$ cat src/tksync_pkg.sv
// Purpose: shared constants for the transport key and sync offset block
// Assumes: 250 MHz mclk_i, key codes carried as 6-bit row/column words
// Notes:   times are kept in their own unit, cycle counts derive from them
package tksync_pkg;
    localparam int CLK_MHZ        = 250;
    localparam int POLL_TIME_US   = 1000;
    localparam int POLL_CYCLES    = POLL_TIME_US * CLK_MHZ;
    localparam int FRAME_TIME_US  = 33330;
    localparam int FRAME_CYCLES   = FRAME_TIME_US * CLK_MHZ;
    localparam int STEP_TIME_US   = 416;
    localparam int STEP_CYCLES    = STEP_TIME_US * CLK_MHZ;

    localparam logic [2:0]  RD_CYCLES   = 3'h4;
    localparam logic [7:0]  SCAN_DWELL  = 8'h40;
    localparam logic [6:0]  SUB_MAX     = 7'h4f;
    localparam logic [23:0] PHASE_TOL   = 24'h0000fa;
    localparam logic [23:0] WIND_FRAMES = 24'h00004b;

    localparam int KEY_VALID_BIT = 7;
    localparam logic [5:0] KEY_STOP    = 6'h00;
    localparam logic [5:0] KEY_PLAY    = 6'h01;
    localparam logic [5:0] KEY_RECORD  = 6'h02;
    localparam logic [5:0] KEY_FFWD    = 6'h03;
    localparam logic [5:0] KEY_REWIND  = 6'h04;
    localparam logic [5:0] KEY_SHUTTLE = 6'h08;

    localparam logic [1:0] WIND_NONE = 2'h0;
    localparam logic [1:0] WIND_FWD  = 2'h1;
    localparam logic [1:0] WIND_REW  = 2'h2;

    typedef enum logic [2:0] {
        ST_IDLE = 3'b001,
        ST_KBD  = 3'b010,
        ST_REM  = 3'b100
    } tksync_state_t;
endpackage

$ cat src/tksync_top.sv
// Purpose: key polling, command serving and time code offset lock control
// Assumes: time code words and sync pulses come from logic on mclk_i
// Notes:   one poll reads the local encoder, then the built-in remote one
`timescale 1ns/1ps
// Operation
// - local key encoder words read over an 8-bit parallel bus
// - tape end sensor gates acceptance of every transport key command
// - shuttle touch holds the encoder's return line zero low like a key
// - shuttle word read samples wheel voltage for reel shuttle control
// - remote matrix scanned continuously, key found where drive returns
// - remote encoder read by chip select together with read strobe
// - remote encoder polled once per roughly one millisecond cycle
// - remote play lights the remote play lamp and sends play mode
// - local and remote commands served in fixed poll order, local first
// - compare reference and playback time code, decide lock
// - while unlocked trim play speed or choose a wind direction
// - playback compared against reference value plus frame offset
// - frame offset resolution is one whole frame, about 33.33 ms
// - sub-frame offset uses only sync pulse phase, not code values
// - sub-frame value 0 to 79, applied on top of the frame offset
// - sub-frame steps are one eightieth frame, either direction
module tksync_top #(
    parameter int POLL_CYC  = tksync_pkg::POLL_CYCLES,
    parameter int FRAME_CYC = tksync_pkg::FRAME_CYCLES,
    parameter int STEP_CYC  = tksync_pkg::STEP_CYCLES
) (
    input  wire logic        mclk_i,
    input  wire logic        srst_i,
    output logic             kbd_cs_n_o,
    output logic             kbd_rd_n_o,
    input  wire logic [7:0]  kbd_data_i,
    input  wire logic        touch_i,
    output logic             touch_return_line_n_o,
    input  wire logic [7:0]  wheel_pos_i,
    output logic [7:0]       shuttle_pos_o,
    output logic             shuttle_active_o,
    input  wire logic        tape_end_sensor_i,
    output logic [7:0]       scan_drive_o,
    input  wire logic [7:0]  return_i,
    output logic             rem_cs_o,
    output logic             rem_rd_o,
    output logic             play_lamp_o,
    output logic             cmd_valid_o,
    output logic [5:0]       cmd_code_o,
    output logic             cmd_remote_o,
    output logic             mode_strobe_o,
    output logic [5:0]       mode_o,
    input  wire logic [23:0] ref_frames_i,
    input  wire logic [23:0] play_frames_i,
    input  wire logic        play_valid_i,
    input  wire logic        ref_sync_i,
    input  wire logic        play_sync_i,
    input  wire logic [23:0] frame_offset_i,
    input  wire logic [6:0]  subframe_i,
    input  wire logic        subframe_dir_i,
    output logic             locked_o,
    output logic             speed_up_o,
    output logic             speed_down_o,
    output logic [1:0]       wind_o
);
    localparam logic [23:0] POLL_LAST = 24'(POLL_CYC - 1);
    localparam logic [23:0] FRAME_C   = 24'(FRAME_CYC);
    localparam logic [23:0] STEP_C    = 24'(STEP_CYC);

    // two-flop synchronisers for pin inputs; first stage read only here
    logic [7:0] kbd_m, kbd_s, wheel_m, wheel_s, ret_m, ret_s;
    logic       touch_m, touch_s, eot_m, eot_s;
    always_ff @(posedge mclk_i) begin
        kbd_m   <= kbd_data_i;
        kbd_s   <= kbd_m;
        wheel_m <= wheel_pos_i;
        wheel_s <= wheel_m;
        ret_m   <= return_i;
        ret_s   <= ret_m;
        touch_m <= touch_i;
        touch_s <= touch_m;
        eot_m   <= tape_end_sensor_i;
        eot_s   <= eot_m;
    end

    always_ff @(posedge mclk_i) begin
        if (srst_i) begin
            touch_return_line_n_o <= 1'b1;
        end else begin
            touch_return_line_n_o <= ~touch_s;
        end
    end
    // remote matrix scanner
    logic [2:0] row;
    logic [7:0] dwell;
    logic [7:0] rem_word;
    logic [5:0] last_code;
    logic       last_ok, seen;
    logic [2:0] col;
    logic       hit, rem_take;
    always_comb begin
        col = 3'h0;
        hit = 1'b0;
        for (int i = 7; i >= 0; i--) begin
            if (ret_s[i]) begin
                col = 3'(i);
                hit = 1'b1;
            end
        end
    end
    assign scan_drive_o = 8'h01 << row;
    always_ff @(posedge mclk_i) begin
        if (srst_i) begin
            row       <= 3'h0;
            dwell     <= 8'h00;
            rem_word  <= 8'h00;
            last_code <= 6'h00;
            last_ok   <= 1'b0;
            seen      <= 1'b0;
        end else begin
            if (rem_take) begin
                rem_word[tksync_pkg::KEY_VALID_BIT] <= 1'b0;
            end
            if (dwell == tksync_pkg::SCAN_DWELL) begin
                dwell <= 8'h00;
                row   <= row + 3'h1;
                if (hit) begin
                    seen <= 1'b1;
                    // a held key reports once; set wins over the read
                    if (!(last_ok && last_code == {row, col})) begin
                        rem_word  <= {2'b10, row, col};
                        last_code <= {row, col};
                        last_ok   <= 1'b1;
                    end
                end else if (row == 3'h7) begin
                    seen <= 1'b0;
                    if (!seen) begin
                        last_ok <= 1'b0;
                    end
                end
            end else begin
                dwell <= dwell + 8'h01;
            end
        end
    end
    // polling sequencer
    tksync_pkg::tksync_state_t st;
    logic [23:0] poll_cnt;
    logic [2:0]  rd_cnt;
    logic        poll_tick, rd_end;
    assign poll_tick = (poll_cnt == POLL_LAST);
    assign rd_end    = (rd_cnt == tksync_pkg::RD_CYCLES - 3'h1);
    assign rem_take  = (st == tksync_pkg::ST_REM) && rd_end;
    always_ff @(posedge mclk_i) begin
        if (srst_i) begin
            poll_cnt <= 24'h000000;
        end else if (poll_tick) begin
            poll_cnt <= 24'h000000;
        end else begin
            poll_cnt <= poll_cnt + 24'h000001;
        end
    end
    always_ff @(posedge mclk_i) begin
        if (srst_i) begin
            st     <= tksync_pkg::ST_IDLE;
            rd_cnt <= 3'h0;
        end else begin
            case (st)
                tksync_pkg::ST_IDLE: begin
                    rd_cnt <= 3'h0;
                    if (poll_tick) begin
                        st <= tksync_pkg::ST_KBD;
                    end
                end
                tksync_pkg::ST_KBD: begin
                    rd_cnt <= rd_end ? 3'h0 : rd_cnt + 3'h1;
                    if (rd_end) begin
                        st <= tksync_pkg::ST_REM;
                    end
                end
                tksync_pkg::ST_REM: begin
                    rd_cnt <= rd_end ? 3'h0 : rd_cnt + 3'h1;
                    if (rd_end) begin
                        st <= tksync_pkg::ST_IDLE;
                    end
                end
                default: begin
                    st <= tksync_pkg::ST_IDLE;
                end
            endcase
        end
    end
    // strobes held for the whole read so the synchronised data settles
    assign kbd_cs_n_o = (st != tksync_pkg::ST_KBD);
    assign kbd_rd_n_o = (st != tksync_pkg::ST_KBD);
    assign rem_cs_o   = (st == tksync_pkg::ST_REM);
    assign rem_rd_o   = (st == tksync_pkg::ST_REM);
    // one word taken per read, local read before remote in every poll
    logic [7:0] take_word;
    logic       take_remote, take_valid, is_transport, accept;
    always_comb begin
        take_remote = (st == tksync_pkg::ST_REM);
        take_word   = take_remote ? rem_word : kbd_s;
        take_valid  = rd_end && (st != tksync_pkg::ST_IDLE)
                      && take_word[tksync_pkg::KEY_VALID_BIT];
        is_transport = take_word[5:0] <= tksync_pkg::KEY_REWIND;
        accept = take_valid && (!is_transport || eot_s);
    end
    always_ff @(posedge mclk_i) begin
        if (srst_i) begin
            cmd_valid_o   <= 1'b0;
            cmd_code_o    <= 6'h00;
            cmd_remote_o  <= 1'b0;
            mode_strobe_o <= 1'b0;
            mode_o        <= tksync_pkg::KEY_STOP;
            play_lamp_o   <= 1'b0;
        end else begin
            cmd_valid_o   <= accept;
            mode_strobe_o <= accept && is_transport;
            if (accept) begin
                cmd_code_o   <= take_word[5:0];
                cmd_remote_o <= take_remote;
            end
            if (accept && is_transport) begin
                mode_o      <= take_word[5:0];
                play_lamp_o <= take_remote
                    && take_word[5:0] == tksync_pkg::KEY_PLAY;
            end
        end
    end

    always_ff @(posedge mclk_i) begin
        if (srst_i) begin
            shuttle_pos_o    <= 8'h00;
            shuttle_active_o <= 1'b0;
        end else if (take_valid && !take_remote) begin
            shuttle_active_o <= take_word[5:0] == tksync_pkg::KEY_SHUTTLE;
            if (take_word[5:0] == tksync_pkg::KEY_SHUTTLE) begin
                shuttle_pos_o <= wheel_s;
            end
        end
    end

    // synchroniser: frame offset on code values, sub-frame on phase only
    logic [23:0] phase_cnt, phase_meas, target, sub_cyc, want;
    logic [6:0]  sub_eff;
    logic signed [24:0] fdiff, perr;
    always_comb begin
        sub_eff = (subframe_i > tksync_pkg::SUB_MAX)
                  ? tksync_pkg::SUB_MAX : subframe_i;
        sub_cyc = 24'({17'h00000, sub_eff} * STEP_C);
        want    = subframe_dir_i ? sub_cyc
                  : ((sub_cyc == 24'h000000) ? 24'h000000
                     : FRAME_C - sub_cyc);
        target  = ref_frames_i + frame_offset_i;
        fdiff   = $signed({1'b0, play_frames_i})
                  - $signed({1'b0, target});
        perr    = $signed({1'b0, phase_meas})
                  - $signed({1'b0, want});
    end

    always_ff @(posedge mclk_i) begin
        if (srst_i) begin
            phase_cnt  <= 24'h000000;
            phase_meas <= 24'h000000;
        end else begin
            phase_cnt <= ref_sync_i ? 24'h000000 : phase_cnt + 24'h000001;
            if (play_sync_i) begin
                phase_meas <= phase_cnt;
            end
        end
    end

    logic signed [24:0] wind_lim, tol;
    assign wind_lim = $signed({1'b0, tksync_pkg::WIND_FRAMES});
    assign tol      = $signed({1'b0, tksync_pkg::PHASE_TOL});

    always_ff @(posedge mclk_i) begin
        if (srst_i) begin
            locked_o     <= 1'b0;
            speed_up_o   <= 1'b0;
            speed_down_o <= 1'b0;
            wind_o       <= tksync_pkg::WIND_NONE;
        end else if (play_valid_i) begin
            locked_o     <= 1'b0;
            speed_up_o   <= 1'b0;
            speed_down_o <= 1'b0;
            wind_o       <= tksync_pkg::WIND_NONE;
            if (fdiff > wind_lim) begin
                wind_o <= tksync_pkg::WIND_REW;
            end else if (fdiff < -wind_lim) begin
                wind_o <= tksync_pkg::WIND_FWD;
            end else if (fdiff != 25'sh0000000) begin
                speed_down_o <= fdiff > 25'sh0000000;
                speed_up_o   <= fdiff < 25'sh0000000;
            end else if (perr > tol) begin
                speed_up_o <= 1'b1;
            end else if (perr < -tol) begin
                speed_down_o <= 1'b1;
            end else begin
                locked_o <= 1'b1;
            end
        end
    end

    a_poll_start: assert property (@(posedge mclk_i) disable iff (srst_i)
        st == tksync_pkg::ST_IDLE && poll_tick |=> st == tksync_pkg::ST_KBD)
        else $error("poll did not start on tick");
    a_kbd_strobe: assert property (@(posedge mclk_i) disable iff (srst_i)
        $rose(!kbd_cs_n_o) |-> (!kbd_rd_n_o) [*4] ##1 kbd_rd_n_o)
        else $error("local read strobe length wrong");
    a_rem_strobe: assert property (@(posedge mclk_i) disable iff (srst_i)
        rem_take |-> rem_cs_o && rem_rd_o && $past(!kbd_cs_n_o, 4))
        else $error("remote read not after local read");
    a_tape_gate: assert property (@(posedge mclk_i) disable iff (srst_i)
        mode_strobe_o |-> $past(eot_s))
        else $error("transport key taken while gated");
    a_touch_line: assert property (@(posedge mclk_i) disable iff (srst_i)
        $past(touch_s) && !$past(srst_i) |-> !touch_return_line_n_o)
        else $error("touch return line not low");
    a_shuttle_pos: assert property (@(posedge mclk_i) disable iff (srst_i)
        take_valid && !take_remote
        && take_word[5:0] == tksync_pkg::KEY_SHUTTLE
        |=> shuttle_active_o && shuttle_pos_o == $past(wheel_s))
        else $error("wheel position not sampled");
    a_remote_play: assert property (@(posedge mclk_i) disable iff (srst_i)
        accept && take_remote && take_word[5:0] == tksync_pkg::KEY_PLAY
        |=> play_lamp_o && mode_o == tksync_pkg::KEY_PLAY && cmd_remote_o)
        else $error("remote play not served");
    a_scan_onehot: assert property (@(posedge mclk_i) disable iff (srst_i)
        $onehot(scan_drive_o) && (dwell != 8'h00 || $changed(row)
        || $past(srst_i)))
        else $error("scan drive not one-hot or stalled");
    a_sub_clamp: assert property (@(posedge mclk_i) disable iff (srst_i)
        sub_eff <= 7'h4f && want < FRAME_C)
        else $error("sub-frame offset out of range");
    a_lock_excl: assert property (@(posedge mclk_i) disable iff (srst_i)
        $rose(locked_o) |-> $past(fdiff) == 25'sh0000000
        && !speed_up_o && !speed_down_o && wind_o == tksync_pkg::WIND_NONE)
        else $error("lock without frame match");
endmodule

$ cat config.mk
export PLATFORM = sky130hd
export DESIGN_NAME = tksync_top
export DESIGN_NICKNAME = d
export VERILOG_FILES = /design/src/tksync_pkg.sv /design/src/tksync_top.sv
export SDC_FILE = /design/constraint.sdc
export NUM_CORES = 1
export LEC_CHECK = 0
export ABC_CLOCK_PERIOD_IN_PS = 9750
export BUFFER_PORTS_ARGS = -buffer_cell sky130_fd_sc_hd__buf_4
export CORE_MARGIN = 5
export CORE_UTILIZATION = 55
export DETAILED_ROUTE_END_ITERATION = 12
export PLACE_DENSITY = 0.81
export RECOVER_POWER = 100
export SLEW_MARGIN = 30
export SYNTH_ARGS = -nofsm -noshare
export SYNTH_HDL_FRONTEND = slang
export SYNTH_SLANG_ARGS = --single-unit
export TNS_END_PERCENT = 10
$ cat constraint.sdc
create_clock -name mclk_i -period 9.75 [get_ports mclk_i]
set_input_delay 0.975 -clock mclk_i [delete_from_list [all_inputs] [get_ports mclk_i]]
set_output_delay 0.975 -clock mclk_i [all_outputs]
set_load 0.005 [all_outputs]
==> metrics.txt <==
status finished, final reports clean; syn_nets 1,643; I/O Buffers 152; ys async rst share 0%; Hold Crit Class flop to flop; vias in the first global route 9,878; Worst Tran Pin Value 1390 ps; Avg WL per Cell 14.7 µm; Layout Area Growth over Synthesis 15.9%; Hold Fails Final Rpt 0; Top FF cell, synth dfxtp_1; R2R setup slack 5790 ps; top-level I/O count 154; All-Layer GR Usage 21.5%; CP endpoint kind flop; CTS Buf Count 17; clk_skew 7.12 ps; drt total wl 26,800 µm; flops & latches, synth 179; Diodes inserted 0; fmax 109 MHz; H-Tree Depth 4; Leak Pwr 5.97 nW; max cap viols 0; Worst path most repeated cell ha_1; die height 156 µm; RSZ-0062 raised after global routing false; CTS tree yes; Worst EP arrival 9520 ps; die area 24,200 µm²; routability cong. 0.865; M3 GR Usage 3.50%; Iteration-0 DRC Markers 677; nets@finish 1,780; post-synthesis sequential area ratio 30.7%; Remaining DRCs 0; met1 usage 27.5%; Die Wd 156 µm; Tcrit/Tclk final 94.1%; critical register-to-register path startpoint phase_meas[8]; WS Path Type input pin to flop; Final setup violation count 0; Synth Instances 1,397; clock latency on the worst-skew pair 420 ps; hold path start wheel_m[1]; Via density 5.62; TNS Setup 0 ps; Placed Cells 1,790; GRT busiest layer met2; Finished Layout Cells 1,822; Max Root-Sink Buffers 2; Max IR drop VDD 0.180 mV; Sink Count 179; initial antenna violation count 0; met2 usage 37.8%; share of layout cells above drive strength 1 12.3%; initial core utilization 55.7%; Worst Hold Endpoint wheel_s[1]; first-pass GRT wire length 44,500 µm; Slew Limit Fails 0; PwrDens 180 nW/µm²; EDFF count, synth 0; hpwl dp 20,500 µm; largest net degree at the start of global routing 69; via count 10,200; r2r endpoint locked_o; Mapped Area 11,700 µm²; Post-CTS Resized 0; Worst path max stage delay 540 ps; Yosys cell types 74; hold depth 0; cell count of the worst reg-to-reg path 12; total grt overflow 0; Critical Path RT 10,090 ps; site row count 53; core footprint 21,000 µm²; Final min period 9180 ps; drt pass-1 iters 5; Antenna Nets Post-Route 0; CP Max Fanout 7; Synth warnings 0; # hold bufs at CTS 0; postcts setup bufs 0; Slew Limit Headroom 7.18%; CTS root buffer clkbuf_16; CP Launch Type input pin; clock slew at the register clock pins of the worst setup and hold paths 70 ps; Worst path slowest cell or4_1; mean area per synthesized cell 8.36 µm²
layout make-up:
type	count	area (µm²)
timing repair buffer	156	1120
clock inverter	14	121
sequential	179	3580
tap	275	344
inverter	82	308
fill	1736	7420
clock buffer	18	429
multi-input combinational	1098	7620
flip-flops by register name, indices dropped and copies added (netlist names), 3 cells and up:
name / count
cmd_code_o: 6
dwell: 8
kbd_m: 7
kbd_s: 7
last_code: 6
mode_o: 6
phase_cnt: 24
phase_meas: 24
poll_cnt: 24
rd_cnt: 3
ret_m: 8
ret_s: 8
row: 3
shuttle_pos_o: 8
st: 3
wheel_m: 8
wheel_s: 8
layout by cell type (no fill, tap or decap), types with 5 or more instances in the layout:
master,n
a211oi_1,9
a21boi_0,5
a21o_1,14
a21oi_1,87
a31oi_1,12
and2_1,10
and3_1,19
buf_4,89
clkbuf_1,14
clkbuf_16,17
clkbuf_4,54
dfxtp_1,179
fa_1,14
ha_1,121
inv_1,81
mux2i_1,49
nand2_1,100
nand2b_1,16
nand3_1,38
nand3b_1,9
nand4_1,17
nor2_1,190
nor2b_1,22
nor3_1,35
nor3b_1,7
nor4_1,11
nor4b_1,6
o211ai_1,10
o21a_1,12
o21ai_0,42
o21ai_1,10
o21bai_1,10
or2_2,5
or3_1,19
or4_1,11
xnor2_1,63
xor2_1,58
layer usage:
layer	part of all wire, %	vias up	wire (µm)
met5	0	-	0
li1	-	5181	-
met3	4.9	39	1300
met4	2.0	0	525
met1	44	4772	11900
met2	49	248	13100
power breakdown:
part	internal (mW)	total (mW)	switching, mW
combinational	0.453	1.06	0.602
sequential	0.747	0.755	0.00802
clock	0.335	0.631	0.296
total	1.54	2.44	0.906
worst max-delay path by stage:
stage,start,to,slack (ps),depth (start not counted)
floorplan,subframe_i[5],locked_o,880,34
global placement,subframe_i[5],locked_o,240,33
detailed placement,subframe_i[5],locked_o,80,33
CTS,subframe_i[5],locked_o,490,33
global route,subframe_i[5],locked_o,10,33
finish,subframe_i[5],locked_o,570,33
synthesized netlist by cell type (16+ instances only):
cell type,count,area (µm²)
a21oi_1,87,435
and3_1,19,119
clkbuf_1,32,120
dfxtp_1,179,3580
ha_1,121,1510
inv_1,80,300
mux2i_1,49,490
nand2_1,100,375
nand2b_1,16,100
nand3_1,38,190
nand4_1,17,106
nor2_1,190,713
nor2b_1,22,138
nor3_1,35,175
o21ai_0,43,215
or3_1,19,119
xnor2_1,63,552
xor2_1,58,508
cell families (layout without fill, tap and decap cells):
family                     count (synthesis)  count (layout)  synth area share, %
and+or+nand+nor                          533             533                 22.3
AOI/OAI and AO/OA                        258             258                 14.2
DFF                                      179             179                 30.7
adders and majority gates                135             135                 15.4
xor gates and xnor gates                 121             121                 9.08
buffers and inverters                    120             270                 3.94
muxes                                     51              51                 4.39
per-stage QoR:
step	utilization, %	area, µm²	power [mW]	setup slack, ps	hold slack, ps
floorplan	-	11700	1.60	877	310
global placement	62.2	13000	1.79	241	310
detailed placement	62.2	13000	1.82	79.9	312
CTS	64.8	13600	2.45	495	326
global route	64.6	13500	2.62	14.4	335
finish	64.6	13500	2.44	574	326
critical path: cells and delay by family:
| kind | cells | cell delay (ps) |
|---|---|---|
| xor+xnor | 2 | 290 |
| compound gates | 14 | 3390 |
| buf+inv | 3 | 260 |
| fa+ha+maj | 6 | 2110 |
| simple gates | 8 | 2500 |
No activity file was read; power rests on OpenSTA's default activity.
